`config.mk`:
```
export PLATFORM = sky130hd
export DESIGN_NAME = mbrw_server
export DESIGN_NICKNAME = d
export VERILOG_FILES = /design/src/mbrw_pkg.sv /design/src/mbrw_server.sv
export VERILOG_INCLUDE_DIRS = /design/src /design/src/src
export SDC_FILE = /design/constraint.sdc
export NUM_CORES = 2
export LEC_CHECK = 0
export BUFFER_PORTS_ARGS = -buffer_cell sky130_fd_sc_hd__buf_2
export CORE_MARGIN = 8
export CORE_UTILIZATION = 55
export CTS_CLUSTER_DIAMETER = 100
export DETAILED_ROUTE_END_ITERATION = 16
export GPL_ROUTABILITY_DRIVEN = 0
export PLACE_DENSITY = 0.71
export RECOVER_POWER = 25
export SLEW_MARGIN = 10
export SYNTH_ARGS = -nofsm -noshare
export SYNTH_HDL_FRONTEND = slang
export SYNTH_SLANG_ARGS = --single-unit
export TNS_END_PERCENT = 30
```
`constraint.sdc`:
```
create_clock -name clk_in -period 6.78 [get_ports clk_in]
set_input_delay 1.356 -clock clk_in [delete_from_list [all_inputs] [get_ports clk_in]]
set_output_delay 1.356 -clock clk_in [all_outputs]
set_load 0.05 [all_outputs]
```
`src/mbrw_regs.svh`:
```
// constants for the identification and read/write-multiple command interpreter
`ifndef MBRW_REGS_SVH
`define MBRW_REGS_SVH

// function codes and exception marker
`define MBRW_FC_ID 8'h11
`define MBRW_FC_RW 8'h17
`define MBRW_ERR_FLAG 8'h80

// exception codes
`define MBRW_EXC_FUNC 8'h01
`define MBRW_EXC_ADDR 8'h02
`define MBRW_EXC_VALUE 8'h03
`define MBRW_EXC_FAIL 8'h04

// identification answer fields and answer lengths
`define MBRW_ID_COUNT 8'h02
`define MBRW_RUN_ON 8'hff
`define MBRW_RUN_OFF 8'h00
`define MBRW_ID_LEN 8'h05
`define MBRW_EXC_LEN 8'h03
`define MBRW_RW_HDR_LEN 8'h03

// request layout: byte positions and quantity limits
`define MBRW_RX_HDR_LEN 9'h00b
`define MBRW_ID_REQ_LEN 9'h002
`define MBRW_QTY_MIN 16'h0001
`define MBRW_QTY_MAX 16'h0079

`endif

```
`src/mbrw_pkg.sv`:
```
// types for the identification and read/write-multiple command interpreter
package mbrw_pkg;

    typedef enum logic [2:0] {
        MBRW_IDLE = 3'b000,
        MBRW_WR_REQ = 3'b001,
        MBRW_WR_WAIT = 3'b010,
        MBRW_RD_REQ = 3'b011,
        MBRW_RD_WAIT = 3'b100,
        MBRW_TX = 3'b101
    } mbrw_state_type;

    typedef enum logic [1:0] {
        MBRW_KIND_ID = 2'b00,
        MBRW_KIND_RW = 2'b01,
        MBRW_KIND_EXC = 2'b10
    } mbrw_kind_type;

    typedef struct packed {
        logic [7:0] data;
        logic last;
    } mbrw_tx_type;

    typedef struct packed {
        logic write;
        logic [15:0] addr;
        logic [15:0] data;
    } mbrw_req_type;

endpackage

```
`src/mbrw_server.sv`:
```
// command interpreter for the server identification and read/write-multiple functions
`timescale 1ns/100ps
`include "mbrw_regs.svh"

module mbrw_server #(
    parameter int MAX_REGS = 121
) (
    // clock and reset
    input wire logic clk_in,
    input wire logic rst_n_in,
    // received frame bytes, crc already stripped
    input wire logic rx_valid_in,
    input wire logic [7:0] rx_data_in,
    input wire logic rx_end_in,
    input wire logic rx_crc_ok_in,
    // answer bytes toward the crc appender
    output mbrw_pkg::mbrw_tx_type tx_out,
    output logic tx_valid_out,
    input wire logic tx_ready_in,
    // server address switches and device status
    input wire logic [7:0] server_addr_in,
    input wire logic run_status_in,
    input wire logic id_fault_in,
    // register store port and busy flag
    output logic req_valid_out,
    output mbrw_pkg::mbrw_req_type req_out,
    input wire logic req_ack_in,
    input wire logic [15:0] req_rdata_in,
    input wire logic req_err_in,
    output logic busy_out
);

    mbrw_pkg::mbrw_state_type st_q;
    mbrw_pkg::mbrw_kind_type kind_q;
    logic [7:0] addr_meta_q, own_q;
    logic [8:0] cnt_q;
    logic [7:0] sa_q, fc_q, bc_q, exc_q, tx_idx_q;
    logic [15:0] rs_q, rq_q, ws_q, wq_q;
    logic [6:0] n_q;
    logic [15:0] buf_q [MAX_REGS];
    logic tx_valid_q, req_valid_q, busy_q;
    mbrw_pkg::mbrw_tx_type tx_q;
    mbrw_pkg::mbrw_req_type req_q;

    // quantity must lie in the legal window and fit the buffer
    function automatic logic qty_ok(input logic [15:0] q);
        return (q >= `MBRW_QTY_MIN) && (q <= `MBRW_QTY_MAX) && (q <= 16'(MAX_REGS));
    endfunction

    // server address comes from switches: two-flop synchroniser
    always_ff @(posedge clk_in) begin
        if (!rst_n_in) begin
            addr_meta_q <= 8'h00;
            own_q <= 8'h00;
        end else begin
            addr_meta_q <= server_addr_in;
            own_q <= addr_meta_q;
        end
    end

    // frame acceptance decode
    wire frame_ok = (st_q == mbrw_pkg::MBRW_IDLE) && rx_end_in && rx_crc_ok_in && (sa_q == own_q);
    wire is_id = frame_ok && (fc_q == `MBRW_FC_ID) && (cnt_q == `MBRW_ID_REQ_LEN);
    wire is_rw = frame_ok && (fc_q == `MBRW_FC_RW);
    wire [8:0] rw_len = `MBRW_RX_HDR_LEN + {1'b0, bc_q};
    wire rw_ok = qty_ok(rq_q) && qty_ok(wq_q) && (bc_q == {wq_q[6:0], 1'b0}) && (cnt_q == rw_len);
    wire [8:0] pos = cnt_q - `MBRW_RX_HDR_LEN;
    wire data_byte = rx_valid_in && (cnt_q >= `MBRW_RX_HDR_LEN) && (32'(pos[8:1]) < MAX_REGS);
    wire n_last_wr = ({9'h000, n_q} == wq_q - 16'h0001);
    wire n_last_rd = ({9'h000, n_q} == rq_q - 16'h0001);

    // answer byte selection, high byte of each word first
    wire [7:0] j = tx_idx_q - `MBRW_RW_HDR_LEN;
    wire [15:0] tx_word = buf_q[j[7:1]];
    wire [7:0] word_byte = j[0] ? tx_word[7:0] : tx_word[15:8];
    wire [7:0] run_byte = run_status_in ? `MBRW_RUN_ON : `MBRW_RUN_OFF;
    wire is_exc = (kind_q == mbrw_pkg::MBRW_KIND_EXC);
    wire is_idk = (kind_q == mbrw_pkg::MBRW_KIND_ID);
    wire [7:0] tx_len = is_exc ? `MBRW_EXC_LEN : is_idk ? `MBRW_ID_LEN : 8'(`MBRW_RW_HDR_LEN + {rq_q[6:0], 1'b0});
    wire [7:0] tx_byte = (tx_idx_q == 8'h00) ? own_q :
                         (tx_idx_q == 8'h01) ? (is_exc ? (fc_q | `MBRW_ERR_FLAG) : fc_q) :
                         (tx_idx_q == 8'h02) ? (is_exc ? exc_q : is_idk ? `MBRW_ID_COUNT :
                                                {rq_q[6:0], 1'b0}) :
                         (tx_idx_q == 8'h03 && is_idk) ? own_q :
                         (tx_idx_q == 8'h04 && is_idk) ? run_byte :
                         word_byte;
    wire tx_load = (st_q == mbrw_pkg::MBRW_TX) && (!tx_valid_q || tx_ready_in) && (tx_idx_q < tx_len);

    // request field capture while idle
    always_ff @(posedge clk_in) begin
        if (!rst_n_in) begin
            cnt_q <= 9'h000;
            sa_q <= 8'h00;
            fc_q <= 8'h00;
            bc_q <= 8'h00;
            rs_q <= 16'h0000;
            rq_q <= 16'h0000;
            ws_q <= 16'h0000;
            wq_q <= 16'h0000;
        end else if (st_q == mbrw_pkg::MBRW_IDLE) begin
            if (rx_end_in) begin
                cnt_q <= 9'h000;
            end else if (rx_valid_in) begin
                if (cnt_q != 9'h1ff) begin
                    cnt_q <= cnt_q + 9'h001;
                end
                case (cnt_q)
                    9'h000: sa_q <= rx_data_in;
                    9'h001: fc_q <= rx_data_in;
                    9'h002: rs_q[15:8] <= rx_data_in;
                    9'h003: rs_q[7:0] <= rx_data_in;
                    9'h004: rq_q[15:8] <= rx_data_in;
                    9'h005: rq_q[7:0] <= rx_data_in;
                    9'h006: ws_q[15:8] <= rx_data_in;
                    9'h007: ws_q[7:0] <= rx_data_in;
                    9'h008: wq_q[15:8] <= rx_data_in;
                    9'h009: wq_q[7:0] <= rx_data_in;
                    9'h00a: bc_q <= rx_data_in;
                    default: ;
                endcase
            end
        end
    end

    // word buffer: write values on receive, read values from the store
    always_ff @(posedge clk_in) begin
        if (st_q == mbrw_pkg::MBRW_IDLE && data_byte && !pos[0]) begin
            buf_q[pos[7:1]][15:8] <= rx_data_in;
        end else if (st_q == mbrw_pkg::MBRW_IDLE && data_byte) begin
            buf_q[pos[7:1]][7:0] <= rx_data_in;
        end else if (st_q == mbrw_pkg::MBRW_RD_WAIT && req_ack_in && !req_err_in) begin
            buf_q[n_q] <= req_rdata_in;
        end
    end

    // transaction sequencer: check, write all, read all, answer
    always_ff @(posedge clk_in) begin
        if (!rst_n_in) begin
            st_q <= mbrw_pkg::MBRW_IDLE;
            kind_q <= mbrw_pkg::MBRW_KIND_ID;
            exc_q <= 8'h00;
            n_q <= 7'h00;
            tx_idx_q <= 8'h00;
            req_valid_q <= 1'b0;
            req_q <= '0;
            tx_valid_q <= 1'b0;
            tx_q <= '0;
        end else begin
            case (st_q)
                mbrw_pkg::MBRW_IDLE: begin
                    tx_idx_q <= 8'h00;
                    n_q <= 7'h00;
                    if (is_id) begin
                        kind_q <= id_fault_in ? mbrw_pkg::MBRW_KIND_EXC : mbrw_pkg::MBRW_KIND_ID;
                        exc_q <= `MBRW_EXC_FAIL;
                        st_q <= mbrw_pkg::MBRW_TX;
                    end else if (is_rw && !rw_ok) begin
                        kind_q <= mbrw_pkg::MBRW_KIND_EXC;
                        exc_q <= `MBRW_EXC_VALUE;
                        st_q <= mbrw_pkg::MBRW_TX;
                    end else if (is_rw) begin
                        st_q <= mbrw_pkg::MBRW_WR_REQ;
                    end
                end
                mbrw_pkg::MBRW_WR_REQ: begin
                    req_valid_q <= 1'b1;
                    req_q <= '{write: 1'b1, addr: ws_q + 16'(n_q), data: buf_q[n_q]};
                    st_q <= mbrw_pkg::MBRW_WR_WAIT;
                end
                mbrw_pkg::MBRW_WR_WAIT: begin
                    if (req_ack_in) begin
                        req_valid_q <= 1'b0;
                        if (req_err_in) begin
                            kind_q <= mbrw_pkg::MBRW_KIND_EXC;
                            exc_q <= `MBRW_EXC_ADDR;
                            st_q <= mbrw_pkg::MBRW_TX;
                        end else if (n_last_wr) begin
                            n_q <= 7'h00;
                            st_q <= mbrw_pkg::MBRW_RD_REQ;
                        end else begin
                            n_q <= n_q + 7'h01;
                            st_q <= mbrw_pkg::MBRW_WR_REQ;
                        end
                    end
                end
                mbrw_pkg::MBRW_RD_REQ: begin
                    req_valid_q <= 1'b1;
                    req_q <= '{write: 1'b0, addr: rs_q + 16'(n_q), data: 16'h0000};
                    st_q <= mbrw_pkg::MBRW_RD_WAIT;
                end
                mbrw_pkg::MBRW_RD_WAIT: begin
                    if (req_ack_in) begin
                        req_valid_q <= 1'b0;
                        if (req_err_in) begin
                            kind_q <= mbrw_pkg::MBRW_KIND_EXC;
                            exc_q <= `MBRW_EXC_ADDR;
                            st_q <= mbrw_pkg::MBRW_TX;
                        end else if (n_last_rd) begin
                            kind_q <= mbrw_pkg::MBRW_KIND_RW;
                            st_q <= mbrw_pkg::MBRW_TX;
                        end else begin
                            n_q <= n_q + 7'h01;
                            st_q <= mbrw_pkg::MBRW_RD_REQ;
                        end
                    end
                end
                mbrw_pkg::MBRW_TX: begin
                    if (tx_load) begin
                        tx_valid_q <= 1'b1;
                        tx_q <= '{data: tx_byte, last: (tx_idx_q == tx_len - 8'h01)};
                        tx_idx_q <= tx_idx_q + 8'h01;
                    end else if (!tx_valid_q || tx_ready_in) begin
                        tx_valid_q <= 1'b0;
                        st_q <= mbrw_pkg::MBRW_IDLE;
                    end
                end
                default: st_q <= mbrw_pkg::MBRW_IDLE;
            endcase
        end
    end

    // busy flag for the frame engine
    always_ff @(posedge clk_in) begin
        if (!rst_n_in) begin
            busy_q <= 1'b0;
        end else begin
            busy_q <= (st_q != mbrw_pkg::MBRW_IDLE) || is_id || is_rw;
        end
    end

    // outputs straight from flops
    assign tx_out = tx_q;
    assign tx_valid_out = tx_valid_q;
    assign req_valid_out = req_valid_q;
    assign req_out = req_q;
    assign busy_out = busy_q;
endmodule

```
==> flow_metrics.tcl <==
set metrics [dict create \
    synth-seq-cells 2124 \
    fillCellCount 12984 \
    postSynthCellCount 5762 \
    syn_area_um2 100700 \
    rsz0062_at_grt "no" \
    dieHeight_um 443.9 \
    ir_drop_mv 0.2127 \
    max_freq_mhz 170.3 \
    slew_viol_final 1054 \
    required_ns 6.93 \
    hold_violations 0 \
    cp.arrival_ns 6.03 \
    finalSetupViolations 0 \
    drtIter0Drc 9641 \
    cts-root-buf "clkbuf_16" \
    slew_headroom_pct -129.5 \
    area_delta_synth_final_pct 9.536 \
    firstDrtPassIters 8 \
    grt_pass1_wl_mm 442.3 \
    fp-row-count 157 \
    cts-resized-gates 0 \
    cp_max_fo 121 \
    finalSetupTns_ns 0 \
    io_pins 87 \
    async_flop_share_pct 0 \
    syn_nets 5836 \
    start_util_pct 55.19 \
    synth_top_area_share_pct 57.72 \
    power_mw 26.55 \
    hold_path.class "flop to flop" \
    drive_above_1_share_pct 27.89 \
    wirelength_mm 311.1 \
    finClkSkew_ns 0.04032 \
    dieArea_um2 197100 \
    remaining_drc_errors 0 \
    grt_util_all_layers_pct 31.07 \
    yosys-top-cells-area "edfxtp_1, mux4_2, dfxtp_1" \
    h-tree-depth 4 \
    cts_buffers 203 \
    insertion_delay_ns 0.87 \
    clk_pin_slew_ns 0.07 \
    synth.avg_cell_area_um2 17.48 \
    cp_cell_sequence "nor4b_1 -> and2_1 -> nand2_1 -> nand2_4 -> buf_2" \
    grt_overflow 0 \
    synth_top_area_cell "edfxtp_1" \
    layout.nets 5793 \
    post_cts_buffers 0 \
    cp_top_family "buffers and inverters" \
    clockBufferDepth 3 \
    coreArea_um2 182500 \
    grt_max_degree 122 \
    fin_crit_sh_pct 86.63 \
    ant_nets 0 \
    tightest_slew_ns 3.442 \
    fin_crit_ns 5.874 \
    tritoncts "yes" \
    drv_cap 12 \
    antenna_found_initial 11 \
    violations "max-capacitance violations, max-slew violations" \
    grt_pass1_vias 58819 \
    port-buffer-count 86 \
    cp-end-kind "flop" \
    p_per_area_nw_per_um2 240.7 \
    cp_slowest_cell "buf_2" \
    startpoint_type "flop" \
    yosys_warnings 0 \
    synth_cell_type_count 82 \
    crit_type "flop to flop" \
    crit_path_max_incr_delay_ns 2.16 \
    place_hpwl_mm 202.0 \
    holdBufCountCts 0 \
    cp_num_buf_inv 1 \
    yosysSeqAreaShare_pct 61.46 \
    wl_per_cell_um 37.57 \
    via_per_inst 7.378 \
    clock-sinks 2124 \
    status "finished, violations left" \
    synth_ff_type "edfxtp_1" \
    via_count 61104 \
    p_leak_nw 34.02 \
    synth_edf_count 1936 \
    die_w_um 443.9 \
]
per-stage QoR:
| stage | hold slack (ns) | utilization [%] | cells | instance area (µm²) | worst slack [ns] |
|---|---|---|---|---|---|
| CTS | 0.4459 | 60.57 | 8279 | 110500 | 1.890 |
| finish | 0.4398 | 60.45 | 8282 | 110300 | 0.9063 |
| global placement | 0.4205 | 56.78 | 7899 | 103600 | 1.367 |
| detailed placement | 0.4231 | 56.78 | 7899 | 103600 | 1.195 |
| floorplan | 0.4119 | - | 5762 | 100700 | 2.398 |
| global route | 0.4611 | 60.45 | 8279 | 110300 | 0.6960 |
cell type report:
type                       count  area, µm²  share of cell area [%]
clock inverter               131       1444                   1.309
inverter                      22      83.83                 0.07598
timing repair buffer         190       1608                   1.457
clock buffer                 249       5483                   4.970
sequential                  2124      61920                   56.12
multi-input combinational   3178      36800                   33.35
antenna                        3      7.507                0.006805
tap                         2385       2984                   2.705
sequential cells by signal, summed over array words and instances, names as in the netlist, 2 cells and up, named ones only:
register and flops:
fc_q 8, req_out 33, n_q 7, cnt_q 9
exc_q 3, bc_q 8, wq_q 16, addr_meta_q 8
own_q 8, buf_q 1936, rq_q 16, sa_q 8
tx_idx_q 8, kind_q 2, tx_out 9, st_q 3
rs_q 16, ws_q 16
Yosys cell counts (all sizes together), types with 55 or more instances:
master  number
edfxtp    1936
mux4      1111
nand2      553
nor2       431
buf        245
clkbuf     193
dfxtp      188
mux2i      177
nand3      158
a21oi       91
o21ai       88
xnor2       55
final timing paths:
check | slack, ns | end | cells past startpoint | start
setup reg to reg | 0.91 | buf_q[16][12]$_DFFE_PP_ | 5 | st_q[2]$_SDFFE_PN0P_
setup / recovery | 0.91 | buf_q[16][12]$_DFFE_PP_ | 5 | st_q[2]$_SDFFE_PN0P_
hold / removal | 0.44 | own_q[4]$_SDFF_PN0_ | 1 | addr_meta_q[4]$_SDFF_PN0_
hold reg to reg | 0.44 | own_q[4]$_SDFF_PN0_ | 1 | addr_meta_q[4]$_SDFF_PN0_
logic make-up after synthesis:
| logic type | Yosys count | share of synthesized area (%) |
|---|---|---|
| DFF | 2124 | 61.46 |
| and+or+nand+nor | 1377 | 6.012 |
| muxes | 1288 | 26.60 |
| buffers and inverters | 460 | 2.205 |
| AOI/OAI and AO/OA | 393 | 2.532 |
| xor gates and xnor gates | 88 | 0.7876 |
| adders and majority gates | 32 | 0.4050 |
worst register-to-register path, stage by stage, from the launching register on:
cell	delay, ns
dfxtp_1	0.76
nor4b_1	0.75
and2_1	0.78
nand2_1	0.22
nand2_4	0.10
buf_2	2.16
cell usage in the layout (no fill, tap or decap), types with 48 or more instances in the layout:
master,count
mux2i_1,177
buf_4,64
a21oi_1,89
nand4_1,49
clkbuf_1,79
o21ai_0,74
xnor2_1,48
nand2_1,529
dfxtp_1,182
nor2_1,427
mux4_2,1111
nand3_1,158
edfxtp_1,1936
clkbuf_16,211
report_power, final:
part / total (mW) / switching (mW) / internal (mW)
sequential: 14.3 / 0.00748 / 14.3
combinational: 0.354 / 0.315 / 0.0388
clock: 11.9 / 5.13 / 6.77
total: 26.6 / 5.45 / 21.1
layer usage:
metal	vias up	GRT usage (%)	wire length, µm
met2	5133	46.46	140100
met3	842	8.591	43210
li1	23622	-	-
met5	-	0.2686	126
met1	31497	42.91	109200
met4	10	14.49	18410
Power figures use the tool's default switching activity.
